**src/hw/afc_pkg.sv**
```systemverilog
/*
 * Shared constants, register layouts and carrier types for the automatic
 * flow-control trigger.
 * Assumes a 125 MHz MAC clock and an AXI4-Lite register port with 32-bit data.
 */
package afc_pkg;

	// Clock and back-pressure timebase
	localparam int unsigned CLK_PERIOD_NS    = 8;
	localparam int unsigned JAM_TICK_NS      = 200;
	localparam int unsigned JAM_TICK_CYC     = JAM_TICK_NS / CLK_PERIOD_NS;
	localparam int unsigned JAM_TICK_W       = 12;

	// Hold times in ns at 100 Mb/s; 10 Mb/s adds a fixed extra
	localparam int unsigned JAM_CODE0_NS     = 5000;
	localparam int unsigned JAM_CODE1_NS     = 10000;
	localparam int unsigned JAM_CODE2_NS     = 15000;
	localparam int unsigned JAM_CODE3_NS     = 25000;
	localparam int unsigned JAM_STEP_NS      = 50000;
	localparam int unsigned JAM_STEP_BASE    = 3;
	localparam int unsigned JAM_10M_EXTRA_NS = 2200;

	// Fill levels are compared in 64-byte units
	localparam int unsigned FILL_UNIT_SHIFT  = 6;

	// Register map (byte addresses)
	localparam int unsigned AXI_ADDR_W       = 8;
	localparam logic [7:0]  CFG_OFFSET       = 8'hac;
	localparam logic [7:0]  STAT_OFFSET      = 8'hb0;
	localparam logic [31:0] CFG_RESET        = 32'h0000_0000;
	localparam logic [31:0] CFG_WR_MASK      = 32'h00ff_ffff;
	localparam logic [1:0]  AXI_RESP_OKAY    = 2'h0;
	localparam logic [1:0]  AXI_RESP_SLVERR  = 2'h2;

	// Configuration word, bit 31 first
	typedef struct packed {
		logic [7:0] rsvd;
		logic [7:0] high_fill_threshold;
		logic [7:0] low_fill_threshold;
		logic [3:0] jam_hold_time;
		logic       trigger_on_multicast;
		logic       trigger_on_broadcast;
		logic       trigger_on_own_address;
		logic       trigger_on_every_frame;
	} afc_config_t;

	typedef struct packed {
		logic [28:0] rsvd;
		logic        pause_outstanding;
		logic        jamming;
		logic        above_high;
	} afc_stat_t;

	// Receive events from the MAC; preamble and addr_done are one-cycle pulses
	typedef struct packed {
		logic preamble;
		logic addr_done;
		logic multicast;
		logic broadcast;
		logic own_address;
	} afc_rx_evt_t;

	typedef struct packed {
		logic                  awvalid;
		logic [AXI_ADDR_W-1:0] awaddr;
		logic                  wvalid;
		logic [31:0]           wdata;
		logic [3:0]            wstrb;
		logic                  bready;
		logic                  arvalid;
		logic [AXI_ADDR_W-1:0] araddr;
		logic                  rready;
	} afc_axil_req_t;

	typedef struct packed {
		logic        awready;
		logic        wready;
		logic        bvalid;
		logic [1:0]  bresp;
		logic        arready;
		logic        rvalid;
		logic [31:0] rdata;
		logic [1:0]  rresp;
	} afc_axil_rsp_t;

	typedef enum logic {
		AFC_FD_WATCH,
		AFC_FD_PAUSED
	} afc_fd_state_t;

	// Hold time in timebase ticks for a duration code and line rate
	function automatic logic [JAM_TICK_W-1:0] afc_jam_ticks(input logic [3:0] code, input logic is_100);
		int unsigned ns;
		case (code)
			4'h0:    ns = JAM_CODE0_NS;
			4'h1:    ns = JAM_CODE1_NS;
			4'h2:    ns = JAM_CODE2_NS;
			4'h3:    ns = JAM_CODE3_NS;
			default: ns = (int'(code) - JAM_STEP_BASE) * JAM_STEP_NS;
		endcase
		if (!is_100) begin
			ns = ns + JAM_10M_EXTRA_NS;
		end
		return JAM_TICK_W'(ns / JAM_TICK_NS);
	endfunction : afc_jam_ticks

endpackage : afc_pkg

```
**src/hw/afc_flow_ctl.sv**
```systemverilog
/*
 * Automatic receive flow-control trigger with its AXI4-Lite register port.
 * Assumes the fill level, duplex, speed, transmit-enable and receive events
 * all come from MAC logic on the same clock, and that the MAC sends a pause
 * frame for each pause_req pulse.
 */
// Operation
// - Thresholds count 64-byte units; trigger at high
// - After pause, send zero pause below low
// - No pause or jam with transmitter off
// - Jam lasts the selected hold-time code
// - Hold-time code unused in full duplex
// - 100 Mb/s codes: 5,10,15,25, then 50-600 us
// - 10 Mb/s adds 2.2 us to each code
// - Multicast trigger jams multicast frames above threshold
// - Broadcast trigger jams broadcast frames above threshold
// - Address trigger jams own-address frames above threshold
// - Per-type triggers ignored in full duplex
// - Every-frame trigger; alone enables full-duplex pause
// - Half duplex every-frame jams on valid preamble
// - Full duplex requests pause at threshold immediately
// - Every-frame trigger overrides per-type triggers
`timescale 1ns/10ps
module afc_flow_ctl #(
	parameter int unsigned FILL_W = 14
) (
	// Clock and reset
	input  wire logic                  clk,
	input  wire logic                  resetn,
	// Register port
	input  wire afc_pkg::afc_axil_req_t axil_req,
	output afc_pkg::afc_axil_rsp_t      axil_rsp,
	// MAC status
	input  wire logic [FILL_W-1:0]     rx_fill_bytes,
	input  wire logic                  full_duplex,
	input  wire logic                  speed_100,
	input  wire logic                  tx_enabled,
	input  wire afc_pkg::afc_rx_evt_t   rx_evt,
	// Flow-control actions
	output logic                       pause_req,
	output logic                       pause_zero,
	output logic                       back_pressure
);
	import afc_pkg::*;

	localparam int unsigned UNIT_W = FILL_W - FILL_UNIT_SHIFT;

	// Register port state
	logic                  aw_got_r;
	logic                  aw_got_nxt;
	logic [AXI_ADDR_W-1:0] awaddr_r;
	logic [AXI_ADDR_W-1:0] awaddr_nxt;
	logic                  w_got_r;
	logic                  w_got_nxt;
	logic [31:0]           wdata_r;
	logic [31:0]           wdata_nxt;
	logic [3:0]            wstrb_r;
	logic [3:0]            wstrb_nxt;
	logic                  awready_r;
	logic                  awready_nxt;
	logic                  wready_r;
	logic                  wready_nxt;
	logic                  bvalid_r;
	logic                  bvalid_nxt;
	logic [1:0]            bresp_r;
	logic [1:0]            bresp_nxt;
	logic                  arready_r;
	logic                  arready_nxt;
	logic                  rvalid_r;
	logic                  rvalid_nxt;
	logic [31:0]           rdata_r;
	logic [31:0]           rdata_nxt;
	logic [1:0]            rresp_r;
	logic [1:0]            rresp_nxt;
	afc_config_t           cfg_r;
	afc_config_t           cfg_nxt;
	logic [31:0]           cfg_word;

	// Flow-control state
	afc_fd_state_t         fd_state_r;
	afc_fd_state_t         fd_state_nxt;
	logic                  pause_req_r;
	logic                  pause_req_nxt;
	logic                  pause_zero_r;
	logic                  pause_zero_nxt;
	logic                  bp_r;
	logic                  bp_nxt;
	logic                  above_r;
	logic                  above_nxt;
	afc_stat_t             stat;

	// Combinational helpers
	logic [UNIT_W-1:0]     fill_units;
	logic                  above_high;
	logic                  below_low;
	logic                  type_hit;
	logic                  jam_trigger;
	logic                  jam_busy;
	logic [JAM_TICK_W-1:0] jam_ticks;

	function automatic logic addr_is(input logic [AXI_ADDR_W-1:0] a, input logic [7:0] off);
		return a[AXI_ADDR_W-1:2] == off[AXI_ADDR_W-1:2];
	endfunction : addr_is

	assign stat = '{rsvd: '0, pause_outstanding: (fd_state_r == AFC_FD_PAUSED),
		jamming: bp_r, above_high: above_r};

	// AXI4-Lite slave: address and data are latched independently
	always_comb begin
		aw_got_nxt = aw_got_r;
		awaddr_nxt = awaddr_r;
		w_got_nxt  = w_got_r;
		wdata_nxt  = wdata_r;
		wstrb_nxt  = wstrb_r;
		bvalid_nxt = bvalid_r;
		bresp_nxt  = bresp_r;
		rvalid_nxt = rvalid_r;
		rdata_nxt  = rdata_r;
		rresp_nxt  = rresp_r;
		cfg_nxt    = cfg_r;
		cfg_word   = cfg_r;
		if (awready_r && axil_req.awvalid) begin
			aw_got_nxt = 1'b1;
			awaddr_nxt = axil_req.awaddr;
		end
		if (wready_r && axil_req.wvalid) begin
			w_got_nxt = 1'b1;
			wdata_nxt = axil_req.wdata;
			wstrb_nxt = axil_req.wstrb;
		end
		if (bvalid_r && axil_req.bready) begin
			bvalid_nxt = 1'b0;
		end
		// The write completes only once the previous response is gone
		if (aw_got_r && w_got_r && !bvalid_r) begin
			aw_got_nxt = 1'b0;
			w_got_nxt  = 1'b0;
			bvalid_nxt = 1'b1;
			bresp_nxt  = AXI_RESP_OKAY;
			if (addr_is(awaddr_r, CFG_OFFSET)) begin
				for (int i = 0; i < 4; i++) begin
					if (wstrb_r[i]) begin
						cfg_word[8*i +: 8] = wdata_r[8*i +: 8];
					end
				end
				cfg_nxt = afc_config_t'(cfg_word & CFG_WR_MASK);
			end else if (!addr_is(awaddr_r, STAT_OFFSET)) begin
				bresp_nxt = AXI_RESP_SLVERR;
			end
		end
		if (rvalid_r && axil_req.rready) begin
			rvalid_nxt = 1'b0;
		end
		if (arready_r && axil_req.arvalid) begin
			rvalid_nxt = 1'b1;
			rresp_nxt  = AXI_RESP_OKAY;
			if (addr_is(axil_req.araddr, CFG_OFFSET)) begin
				rdata_nxt = cfg_r;
			end else if (addr_is(axil_req.araddr, STAT_OFFSET)) begin
				rdata_nxt = stat;
			end else begin
				rdata_nxt = '0;
				rresp_nxt = AXI_RESP_SLVERR;
			end
		end
		awready_nxt = !aw_got_nxt;
		wready_nxt  = !w_got_nxt;
		arready_nxt = !rvalid_nxt;
	end

	always_ff @(posedge clk or negedge resetn) begin
		if (!resetn) begin
			aw_got_r  <= 1'b0;
			awaddr_r  <= '0;
			w_got_r   <= 1'b0;
			wdata_r   <= '0;
			wstrb_r   <= '0;
			awready_r <= 1'b0;
			wready_r  <= 1'b0;
			bvalid_r  <= 1'b0;
			bresp_r   <= AXI_RESP_OKAY;
			arready_r <= 1'b0;
			rvalid_r  <= 1'b0;
			rdata_r   <= '0;
			rresp_r   <= AXI_RESP_OKAY;
			cfg_r     <= afc_config_t'(CFG_RESET);
		end else begin
			aw_got_r  <= aw_got_nxt;
			awaddr_r  <= awaddr_nxt;
			w_got_r   <= w_got_nxt;
			wdata_r   <= wdata_nxt;
			wstrb_r   <= wstrb_nxt;
			awready_r <= awready_nxt;
			wready_r  <= wready_nxt;
			bvalid_r  <= bvalid_nxt;
			bresp_r   <= bresp_nxt;
			arready_r <= arready_nxt;
			rvalid_r  <= rvalid_nxt;
			rdata_r   <= rdata_nxt;
			rresp_r   <= rresp_nxt;
			cfg_r     <= cfg_nxt;
		end
	end

	assign axil_rsp = '{awready: awready_r, wready: wready_r, bvalid: bvalid_r,
		bresp: bresp_r, arready: arready_r, rvalid: rvalid_r, rdata: rdata_r,
		rresp: rresp_r};

	// Threshold compare in 64-byte units
	always_comb begin
		fill_units = rx_fill_bytes[FILL_W-1:FILL_UNIT_SHIFT];
		above_high = fill_units >= UNIT_W'(cfg_r.high_fill_threshold);
		// Low must stay under high or the zero pause follows at once
		below_low  = fill_units < UNIT_W'(cfg_r.low_fill_threshold);
	end

	// Half-duplex jam trigger
	always_comb begin
		type_hit = (cfg_r.trigger_on_multicast && rx_evt.multicast)
			|| (cfg_r.trigger_on_broadcast && rx_evt.broadcast)
			|| (cfg_r.trigger_on_own_address && rx_evt.own_address);
		jam_trigger = 1'b0;
		if (!full_duplex && tx_enabled && above_high) begin
			if (cfg_r.trigger_on_every_frame) begin
				jam_trigger = rx_evt.preamble;
			end else begin
				jam_trigger = rx_evt.addr_done && type_hit;
			end
		end
		jam_ticks = afc_jam_ticks(cfg_r.jam_hold_time, speed_100);
	end

	// Each triggering frame reloads the hold, so a burst keeps the jam on
	afc_hold_timer #(
		.TICK_CYC (JAM_TICK_CYC),
		.CNT_W    (JAM_TICK_W)
	) u_hold (
		.clk        (clk),
		.resetn     (resetn),
		.load       (jam_trigger),
		.load_ticks (jam_ticks),
		.busy       (jam_busy)
	);

	// Full-duplex pause sequencing and back-pressure output
	always_comb begin
		fd_state_nxt   = fd_state_r;
		pause_req_nxt  = 1'b0;
		pause_zero_nxt = pause_zero_r;
		unique case (fd_state_r)
			AFC_FD_WATCH: begin
				if (full_duplex && cfg_r.trigger_on_every_frame && tx_enabled && above_high) begin
					pause_req_nxt  = 1'b1;
					pause_zero_nxt = 1'b0;
					fd_state_nxt   = AFC_FD_PAUSED;
				end
			end
			AFC_FD_PAUSED: begin
				if (!full_duplex || !cfg_r.trigger_on_every_frame) begin
					fd_state_nxt = AFC_FD_WATCH;
				end else if (tx_enabled && below_low) begin
					pause_req_nxt  = 1'b1;
					pause_zero_nxt = 1'b1;
					fd_state_nxt   = AFC_FD_WATCH;
				end
			end
		endcase
		// Hold code has no effect in full duplex
		bp_nxt    = jam_busy && tx_enabled && !full_duplex;
		above_nxt = above_high;
	end

	always_ff @(posedge clk or negedge resetn) begin
		if (!resetn) begin
			fd_state_r   <= AFC_FD_WATCH;
			pause_req_r  <= 1'b0;
			pause_zero_r <= 1'b0;
			bp_r         <= 1'b0;
			above_r      <= 1'b0;
		end else begin
			fd_state_r   <= fd_state_nxt;
			pause_req_r  <= pause_req_nxt;
			pause_zero_r <= pause_zero_nxt;
			bp_r         <= bp_nxt;
			above_r      <= above_nxt;
		end
	end

	assign pause_req     = pause_req_r;
	assign pause_zero    = pause_zero_r;
	assign back_pressure = bp_r;

endmodule : afc_flow_ctl

```
**src/hw/afc_hold_timer.sv**
```systemverilog
/*
 * Back-pressure hold timer: a timebase prescaler and a tick down-counter.
 * Assumes load is a one-cycle pulse on the MAC clock and load_ticks is non-zero.
 */
`timescale 1ns/10ps
module afc_hold_timer #(
	parameter int unsigned TICK_CYC = afc_pkg::JAM_TICK_CYC,
	parameter int unsigned CNT_W    = afc_pkg::JAM_TICK_W
) (
	// Clock and reset
	input  wire logic             clk,
	input  wire logic             resetn,
	// Control
	input  wire logic             load,
	input  wire logic [CNT_W-1:0] load_ticks,
	// Status
	output logic                  busy
);
	import afc_pkg::*;

	localparam int unsigned PRE_W = $clog2(TICK_CYC + 1);
	localparam logic [PRE_W-1:0] PRE_LAST = PRE_W'(TICK_CYC - 1);

	logic [PRE_W-1:0] pre_r;
	logic [PRE_W-1:0] pre_nxt;
	logic [CNT_W-1:0] cnt_r;
	logic [CNT_W-1:0] cnt_nxt;
	logic             busy_r;
	logic             busy_nxt;

	// Prescaler runs freely but restarts on load so the hold is exact
	always_comb begin
		pre_nxt = (pre_r == PRE_LAST) ? '0 : pre_r + PRE_W'(1);
		cnt_nxt = cnt_r;
		if (load) begin
			pre_nxt = '0;
			cnt_nxt = load_ticks;
		end else if (pre_r == PRE_LAST && cnt_r != '0) begin
			cnt_nxt = cnt_r - CNT_W'(1);
		end
		busy_nxt = (cnt_nxt != '0);
	end

	always_ff @(posedge clk or negedge resetn) begin
		if (!resetn) begin
			pre_r  <= '0;
			cnt_r  <= '0;
			busy_r <= 1'b0;
		end else begin
			pre_r  <= pre_nxt;
			cnt_r  <= cnt_nxt;
			busy_r <= busy_nxt;
		end
	end

	assign busy = busy_r;

endmodule : afc_hold_timer

```
**config.mk**
```make
export PLATFORM = sky130hd
export DESIGN_NAME = afc_flow_ctl
export DESIGN_NICKNAME = d
export VERILOG_FILES = /design/src/hw/afc_pkg.sv /design/src/hw/afc_flow_ctl.sv /design/src/hw/afc_hold_timer.sv
export SDC_FILE = /design/constraint.sdc
export NUM_CORES = 1
export LEC_CHECK = 0
export BUFFER_PORTS_ARGS = -buffer_cell sky130_fd_sc_hd__buf_2
export CORE_ASPECT_RATIO = 1.25
export CORE_MARGIN = 5
export CORE_UTILIZATION = 50
export CTS_CLUSTER_DIAMETER = 120
export CTS_CLUSTER_SIZE = 25
export DETAILED_ROUTE_END_ITERATION = 6
export HOLD_SLACK_MARGIN = 0.1
export PLACE_DENSITY = 0.68
export SLEW_MARGIN = 10
export SYNTH_ARGS = -nofsm -noshare
export SYNTH_HDL_FRONTEND = slang
export SYNTH_SLANG_ARGS = --single-unit
```
**constraint.sdc**
```tcl
create_clock -name clk -period 16.65 [get_ports clk]
set_input_delay 1.665 -clock clk [delete_from_list [all_inputs] [get_ports clk]]
set_output_delay 1.665 -clock clk [all_outputs]
set_load 0.01 [all_outputs]
```
Yosys cells after proc, flatten, opt, wreduce, memory -nomap -nowiden
Cells that the tools add are included.
{"block": "op_classes", "add_sub_neg": 4, "mul": 1, "div_mod_pow": 1, "magnitude_cmp": 2, "eq_ne": 11, "mux": 33, "n_bitwise": 1, "n_reduce_logical": 37}
{"cell": "$pmux W32 S4", "n": 1}
{"cell": "$add A32 B12 Y32 const B", "n": 1}
{"cell": "$div A32 B8 Y32 const B", "n": 1}
{"cell": "$mul A32 B12 Y28 const B", "n": 1}
{"cell": "$mux W32", "n": 1}
{"cell": "$eq A6 B6 Y1 const B", "n": 4}
{"cell": "$mux W12", "n": 2}
{"cell": "$mux W24", "n": 1}
{"cell": "$reduce_bool A12 Y1", "n": 2}
{"cell": "$logic_and A1 B1 Y1", "n": 20}
{"cell": "$mux W1", "n": 18}
{"cell": "$reduce_and A3 Y1", "n": 4}
{"cell": "$sub A12 B1 Y12 const B", "n": 1}
{"cell": "$mux W5", "n": 2}
{"cell": "$eq A4 B2 Y1 const B", "n": 2}
{"cell": "$ge A8 B8 Y1", "n": 1}
{"cell": "$lt A8 B8 Y1", "n": 1}
{"cell": "$mux W2", "n": 4}
{"cell": "$logic_not A1 Y1", "n": 6}
{"cell": "$pmux W1 S2", "n": 3}
{"cell": "$add A5 B1 Y5 const B", "n": 1}
{"cell": "$eq A5 B5 Y1 const B", "n": 1}
{"cell": "$sub A4 B2 Y5 const B", "n": 1}
{"cell": "$eq A4 B1 Y1 const B", "n": 1}
{"cell": "7 further kinds", "n": 10}
{"block": "totals", "regBits": 125, "input_bits": 81, "output_inout_bits": 44, "wordCells": 118}

Logic depth before layout (Yosys ltp)
Gate-level depths: netlist of run 1.
{"block": "logic_depth", "word_depth": 8, "depth_mapped": 61, "depth_no_buf": 54}

By module
A second synthesis of run 1 with hierarchy kept.
{"block": "unflattened", "cells_unflattened": 1487, "area_unflattened_um2": 12736.0}
{"mod": "afc_flow_ctl", "instances": 1, "cells_per_inst": 1363, "area_each_um2": 11538.6, "seq_area_each_um2": 2377.3}
{"mod": "afc_hold_timer", "instances": 1, "cells_per_inst": 124, "area_each_um2": 1197.4, "seq_area_each_um2": 450.4}

Worst setup path before layout of run 1
Ideal clock, no wire load.
{"block": "synth_path", "path_type": "flip-flop to flip-flop", "startpoint": "reg cfg_r[4] (netlist name)", "endpoint": "reg u_hold.busy_r (netlist: u_hold.busy)", "setup_time_ps": 131, "arrival_ps": 14564, "required_ps": 16519, "slack_ps": 1955, "stages_incl_launch_ff": 57, "n_path_buf": 4, "period_less_slack_ps": 14695, "cell_sequence": "dfrtp_1 > ha_1 > or3_1 > clkbuf_1 > inv_1 > ha_1 > ha_1 > ha_1 > inv_1 > fa_1 > inv_1 > ha_1 > inv_1 > fa_1 > nand2b_1 > a211oi_2 > or3_1 > o2111ai_1 > (+21 left out) > and3_1 > buf_4 > a2111oi_2 > or4_1 > buf_2 > a211oi_4 > nand2_4 > a311oi_4 > a31oi_1 > nor4_4 > o41ai_2 > or3_1 > a41oi_1 > nand2_1 > a311oi_2 > xnor2_1 > o41a_1 > or3_1"}
{"block": "synth_via", "elab_chain_cells": 8, "word_cells_on_any_way": 12, "cone_classes": "add/sub (2); mul (1); div (1); eq/ne (3); mux (3); reduce/logical (2)"}
{"element": "from (decl)", "line_no": "afc_flow_ctl.sv:75", "rtl": "afc_config_t cfg_r;"}
{"element": "from (signal assigned)", "line_no": "afc_flow_ctl.sv:186", "rtl": "cfg_r <= afc_config_t'(CFG_RESET);"}
{"element": "from (signal assigned)", "line_no": "afc_flow_ctl.sv:201", "rtl": "cfg_r <= cfg_nxt;"}
{"element": "$sub A4 B2 Y5", "line_no": "afc_pkg.sv:99", "rtl": "default: ns = (int'(code) - JAM_STEP_BASE) * JAM_STEP_NS;"}
{"element": "$mul A32 B12 Y28", "line_no": "afc_pkg.sv:99"}
{"element": "$pmux W32 S4 (*)", "line_no": "afc_pkg.sv:94", "rtl": "case (code)"}
{"element": "$add A32 B12 Y32", "line_no": "afc_pkg.sv:102", "rtl": "ns = ns + JAM_10M_EXTRA_NS;"}
{"element": "$mux W32 (*)", "line_no": "afc_pkg.sv:101", "rtl": "if (!is_100) begin"}
{"element": "$div A32 B8 Y32 (*)", "line_no": "afc_pkg.sv:104", "rtl": "return JAM_TICK_W'(ns / JAM_TICK_NS);"}
{"element": "$mux W12 (*)", "line_no": "afc_hold_timer.sv:35", "rtl": "if (load) begin"}
{"element": "net u_hold.cnt_nxt[0]", "line_no": "afc_hold_timer.sv:27", "rtl": "logic [CNT_W-1:0] cnt_nxt;"}
{"element": "$reduce_bool A12 Y1 (*)", "line_no": "afc_hold_timer.sv:41", "rtl": "busy_nxt = (cnt_nxt != '0);"}
{"element": "net u_hold.busy_nxt", "line_no": "afc_hold_timer.sv:29", "rtl": "logic busy_nxt;"}
{"element": "to (signal assigned)", "line_no": "afc_hold_timer.sv:52", "rtl": "busy_r <= busy_nxt;"}
{"element": "to (decl)", "line_no": "afc_hold_timer.sv:28", "rtl": "logic busy_r;"}
The timed path passes the listed nets; every way through them passes the cells marked *.
A chain may end at the register's enable or synchronous reset.

Worst setup path in the final report of run 1
Ends and elaborated chain as after synthesis.

==> results of run 1 <==
[layer usage]
layer | GRT usage, % | up-vias | share of wire, %
met3 | 4.60 | 72 | 6.0
met1 | 28.2 | 5449 | 41
met4 | 7.76 | 0 | 2.9
met2 | 42.6 | 379 | 50
li1 | - | 5626 | -
met5 | 0 | - | 0
[cell usage in the layout, fill, tap and decap left out, types with 17 or more instances in the layout]
cell         n
clkbuf_16   25
and2_1      25
mux2i_1     17
xor2_1      27
nand2_1    165
a21o_1      17
mux2_2      62
o21ai_0     94
a21oi_1     68
inv_1       64
o21a_1      18
dfrtp_1    113
xnor2_1     59
nand3_1     41
or3_1       17
nand2b_1    17
ha_1        73
nor3_1      30
buf_4       64
buf_2       94
nor2_1     111
[stage by stage]
step | area [um2] | setup TNS (ns) | worst slack [ns] | utilization [%] | hold WS [ns]
floorplan | 12300 | 0 | 1.95 | - | 0.462
global placement | 13300 | 0 | 0.732 | 54.6 | 0.459
detailed placement | 13300 | 0 | 0.524 | 54.6 | 0.471
CTS | 14000 | 0 | 0.429 | 57.4 | 0.481
global route | 14300 | -0.0255 | -0.0255 | 58.5 | 0.495
finish | 14300 | 0 | 0.766 | 58.5 | 0.469
[area by class of cell]
cell class	count	area (um2)	area share, %
sequential	113	2830	19.8
tap	330	413	2.90
multi-input combinational	1232	9150	64.2
clock inverter	2	10.0	0.0702
clock buffer	30	664	4.66
timing repair buffer	158	951	6.67
inverter	64	240	1.69
[logic make-up (layout without fill, tap and decap cells)]
kind of cell    Yosys count  count (layout)  synth area share (%)
mux                      82              82                  7.47
buf+inv                 118             254                  4.28
fa+ha+maj                89              89                  9.41
compound gates          420             420                  25.5
other cells               1              10                0.0306
xor+xnor                 94              94                  7.18
flops                   113             113                  23.1
simple gates            537             537                  23.0
[flip-flops by register name, indices dropped and copies added, names as in the netlist]
signal         flops
above_r            1
arready_r          1
aw_got_r           1
awaddr_r           6
awready_r          1
back_pressure      1
bresp_r            1
bvalid_r           1
cfg_r             24
fd_state_r         1
pause_req          1
pause_zero         1
rdata_r           24
rresp_r            1
rvalid_r           1
u_hold.busy        1
u_hold.cnt_r      12
u_hold.pre_r       5
w_got_r            1
wdata_r           24
wready_r           1
wstrb_r            3
[tightest hold or removal path, cell delays in order, from the launching register on]
cell     delay [ns]
dfrtp_1        0.33
nand2_1        0.05
o21ai_0        0.06
[worst max-delay path by stage]
stage | end | cells after the start | slack, ns
floorplan | u_hold.busy | 56 | 1.95
global placement | u_hold.busy | 57 | 0.73
detailed placement | u_hold.busy | 55 | 0.52
CTS | u_hold.busy | 56 | 0.43
global route | u_hold.busy | 59 | -0.03
finish | u_hold.busy | 59 | 0.77
[what timing repair did]
item | CTS | global route
setup endpoints to repair | 0 | 3
gates resized for setup | 0 | 34
buffers inserted | 0 | 10
hold buffers | 0 | 0
==> out/results.ini, run 1 <==
[critical_path]
arrival_ns = 16.20
start_kind = register
required_ns = 16.96
critical_path_class = register to register
r2r_slack_ns = 0.77
worstPathMaxFanout = 9
critical_path_buf_inv_count = 9
r2r_start = cfg_r[4]
slowest_stage = nor4_2
crit_family = compound AO/OA/AOI/OAI gates
cpPeakStageDelay_ns = 0.56
r2r-end = u_hold.busy
cp-end-kind = register
r2r_cells = 59
startpoint = cfg_r[4]

[drt]
wl_per_cell_um = 17.3
num_vias = 11526
drt_first_pass_iters = 5
remaining_drc_errors = 0
drt_iter0_markers = 742
via_per_inst = 5.98
ant_nets = 0
routed_wl_um = 33300

[global_routing]
grt_pass1_vias = 11373
overflow = 0
antenna_found_initial = 0
grtUsageTotal_pct = 23.7
grt_pass1_wl_um = 54900
grt_max_degree = 59

[synth]
yosys.cell_count.top_type = nand2_1
yosys-top-cells-count = nand2_1, dfrtp_1, nor2_1, o21ai_0, ha_1
ys.flop_type = dfrtp_1
synth_edf_count = 0
ys_types = 133
ys_warn_count = 0
yosysSeqAreaShare_pct = 23.1
yosys.area.top_type = dfrtp_1
syn_area_per_cell_um2 = 8.43
netlist_area_um2 = 12300
ys_ff_latch = 113
async_reset_ff_share_pct = 100
synthCells = 1454
yosys.area.top_type_share_pct = 23.1
yosys-top-cells-area = dfrtp_1, ha_1, mux2_2

[floorplan]
core_area_um2 = 24300
die_area_um2 = 27800
die_y_um = 185
start_util_pct = 50.3
std_cell_rows = 64
io_pins = 125
dieWidth_um = 150

[clocking]
clk_pin_slew_ns = 0.04
clockRootBuffer = clkbuf_16
clockBufferDepth = 3
cts_buffers = 25
cts_tree = done
cts_sinks = 113
clkLatencyLatePin_ns = 0.45
h-tree-depth = 4

[timing]
clock_skew_ns = 0.0168
finalSetupViolations = 0
fmax_ghz = 0.0630
final.min_clock_period_ns = 15.88
hold_viol_final = 0
maxSlewViolCount = 0
max_slew.worst_pin.slew_ns = 0.903
min_period_over_period_pct = 95.4
relSlewSlack_pct = 39.0

[final_layout]
drive_above_1_share_pct = 22.4
fill_cells = 2205
stdcell_count = 1929
antenna_cells = 0
nets = 1756
syn_to_final_growth_pct = 16.3

[hold_path]
worstHoldStart = rdata_r[1]
worstHoldEndpoint = rdata_r[1]
worstHoldPathType = register to register
holdPathStages = 2

[place]
hpwl_um = 25600
portBuffers = 95
gp_congestion = 0.905
dp_cells = 1887

[status]
status = finished clean

[job]
maxCapViolations = 0

Power of run 1 is left out: the tool's default activity adds up to more than one toggle a clock period on the data nets, which glitch-free logic cannot reach.
==> run 2: changes to the inputs <==
ABC_AREA = 1   (was not set)
CORE_ASPECT_RATIO = 1.75   (was 1.25)
==> run 2 against run 1 <==
  * Area after synthesis is 0.52% higher
  * Clock-buffer cell count is 12 lower
  * Worst hold slack better by 0.0078 ns
  * Wire length is 6.4% lower
  * Non-clock buffer count is 60 lower
  * Synthesized cell count is 31% higher
  * Global-route usage is 1.3 points lower
==> out/results.ini, run 2 <==
[clocking]
clk_pin_slew_ns = 0.06  ; +0.02 ns
cts_resized = 0  ; unchanged
clockBufferDepth = 2  ; -1
cts_buffers = 17  ; -32%
clockRootBuffer = clkbuf_16
cts_sinks = 113  ; unchanged
postCtsHoldBufs = 0  ; unchanged
h-tree-depth = 4  ; unchanged
cts_tree = done
clkLatencyLatePin_ns = 0.41  ; -0.04 ns
cts_setup_buffers = 0  ; unchanged

[final_layout]
layout_commonest_cell = nand2_1
final_util_pct = 55.5  ; -3.1 points
multiInputGateArea_um2 = 8050  ; -12%
syn_to_final_growth_pct = 10.0
fill_cells = 2423  ; +9.9%
design_area_um2 = 13600  ; -4.9%
final_cell_mix = nand2_1, inv_1, nand3_1
drive_above_1_share_pct = 14.9  ; -7.5 points
register_area_um2 = 2830  ; unchanged
nets = 2155  ; +23%
reg_top3 = cfg_r: 24 flops, rdata_r: 24 flops, wdata_r: 24 flops

[floorplan]
std_cell_rows = 76  ; +19%
start_util_pct = 50.4  ; +0.065 points
io_pins = 125  ; unchanged
dieWidth_um = 129  ; -14%
die_area_um2 = 28000  ; +0.87%
core_area_um2 = 24400  ; +0.39%
die_y_um = 218  ; +18%

[drt]
wl_per_cell_um = 13.4  ; -22%
remaining_drc_errors = 0  ; unchanged
drt_iter0_markers = 483  ; -35%
via_per_inst = 5.21  ; -13%
ant_nets = 0  ; unchanged
num_vias = 12091  ; +4.9%
routed_wl_um = 31200  ; -6.4%
drt_first_pass_iters = 5  ; unchanged

[critical_path]
worstPathMaxFanout = 19  ; +10
arrival_ns = 15.02  ; -1.18 ns
critical_path_class = register to register
required_ns = 16.93  ; -0.03 ns
r2r_slack_ns = 1.91  ; +1.14 ns
cp-end-kind = register
slowest_stage = inv_1
cpPeakStageDelay_ns = 0.56  ; about the same
start_kind = register
cpMostUsedCell = nand2_1

[global_routing]
overflow = 0  ; unchanged
antenna_found_initial = 3  ; +3
grt_max_degree = 82  ; +39%
grt_pass1_vias = 11945  ; +5.0%
grtUsageTotal_pct = 22.4  ; -1.3 points
grt_pass1_wl_um = 52500  ; -4.4%

[timing]
hold_viol_final = 0  ; unchanged
maxSlewViolCount = 0  ; unchanged
rsz0062_at_grt = no
min_period_over_period_pct = 88.5  ; -6.9 points
finalSetupViolations = 0  ; unchanged
relSlewSlack_pct = 33.0  ; -6.0 points
final.min_clock_period_ns = 14.74  ; -1.14 ns
max_slew.worst_pin.slew_ns = 1.01  ; +0.103 ns
clock_skew_ns = 0.0106  ; -0.00623 ns
fmax_ghz = 0.0678  ; +7.8%
setup_tns_ns = 0  ; unchanged

[synth]
ys.flop_type = dfrtp_1
yosys.area.top_type_share_pct = 23.0  ; -0.12 points
async_reset_ff_share_pct = 100  ; unchanged
ys_types = 53  ; -60%
yosys-top-cells-area = dfrtp_1, nand2_1, inv_1
synth_edf_count = 0  ; unchanged
ys_ff_latch = 113  ; unchanged
ys_warn_count = 0  ; unchanged
syn_area_per_cell_um2 = 6.45  ; -23%
synthCells = 1909  ; +31%
yosys-top-cells-count = nand2_1, inv_1, nand3_1, nor2_1, dfrtp_1
yosys.cell_count.top_type = nand2_1
yosys.area.top_type = dfrtp_1
netlist_area_um2 = 12300  ; +0.52%
yosysSeqAreaShare_pct = 23.0  ; -0.12 points

[place]
hpwl_um = 25700  ; +0.31%
gp_congestion = 0.878  ; -3.0%
place_area_um2 = 13000  ; -2.5%
portBuffers = 95  ; unchanged

[job]
maxCapViolations = 0  ; unchanged

[status]
status = finished clean

[hold_path]
worstHoldPathType = register to register

==> run 2: changes by cell type after synthesis, sizes merged, moves of 19 or more <==
cell	previous run	this run
a211oi	25	1
a21oi	75	31
and2	28	2
inv	64	310
mux2	63	0
mux2i	19	0
nand2	168	625
nand3	49	227
nand4	7	73
nor2	113	181
nor3	36	12
o21ai	110	81
xnor2	63	16
==> run 2: cells by family after synthesis <==
group,share of synthesized area [%]
AND/OR/NAND/NOR,44.8
buffers and inverters,12.0
AO/OA/AOI/OAI,8.22
flip-flops,23.0
adder cells (fa/ha/maj),8.72
XOR/XNOR,3.34
other,0.0304
==> run 2: path summary, 6_finish.rpt <==
kind / start / to / cells after the start
max: cfg_r[6] / u_hold.busy / 89
min: rdata_r[23] / rdata_r[23] / 2
max reg2reg: cfg_r[6] / u_hold.busy / 89
min reg2reg: rdata_r[23] / rdata_r[23] / 2
max in group asynchronous: resetn / cfg_r[7] / 2
min in group asynchronous: resetn / wdata_r[19] / 1
==> run 2: layout make-up <==
| cell class | count | area share [%] |
|---|---|---|
| antenna | 2 | 0.0369 |
| clock buffer | 18 | 3.24 |
| clock inverter | 14 | 1.07 |
| inverter | 319 | 8.83 |
| multi-input combinational | 1444 | 59.4 |
| sequential | 113 | 20.9 |
| tap | 312 | 2.88 |
| timing repair buffer | 98 | 3.69 |
==> run 2: through the flow <==
stage,hold slack (ns),setup WS [ns],instances
after floorplan,0.439,5.30,1918
after global placement,0.449,2.12,2286
after detailed placement,0.464,2.01,2286
after CTS,0.478,1.94,2318
after global routing,0.499,0.512,2319
final,0.477,1.91,2320
==> run 2: routing by layer <==
layer	routed length, um	track usage (%)	vias to the layer above
li1	-	-	6280
met1	11700	22.2	5534
met2	17300	44.5	201
met3	977	4.00	74
met4	1220	8.69	2
met5	13	0	-
==> run 2: worst max-delay path: cells and delay by family, from the launching register on <==
family,cells,cell delay (ns)
buffers and inverters,7,0.98
DFF,1,0.48
AOI/OAI and AO/OA,1,0.13
adders and majority gates,6,2.02
and+or+nand+nor,75,10.99
Power of run 2 is left out for the same reason.
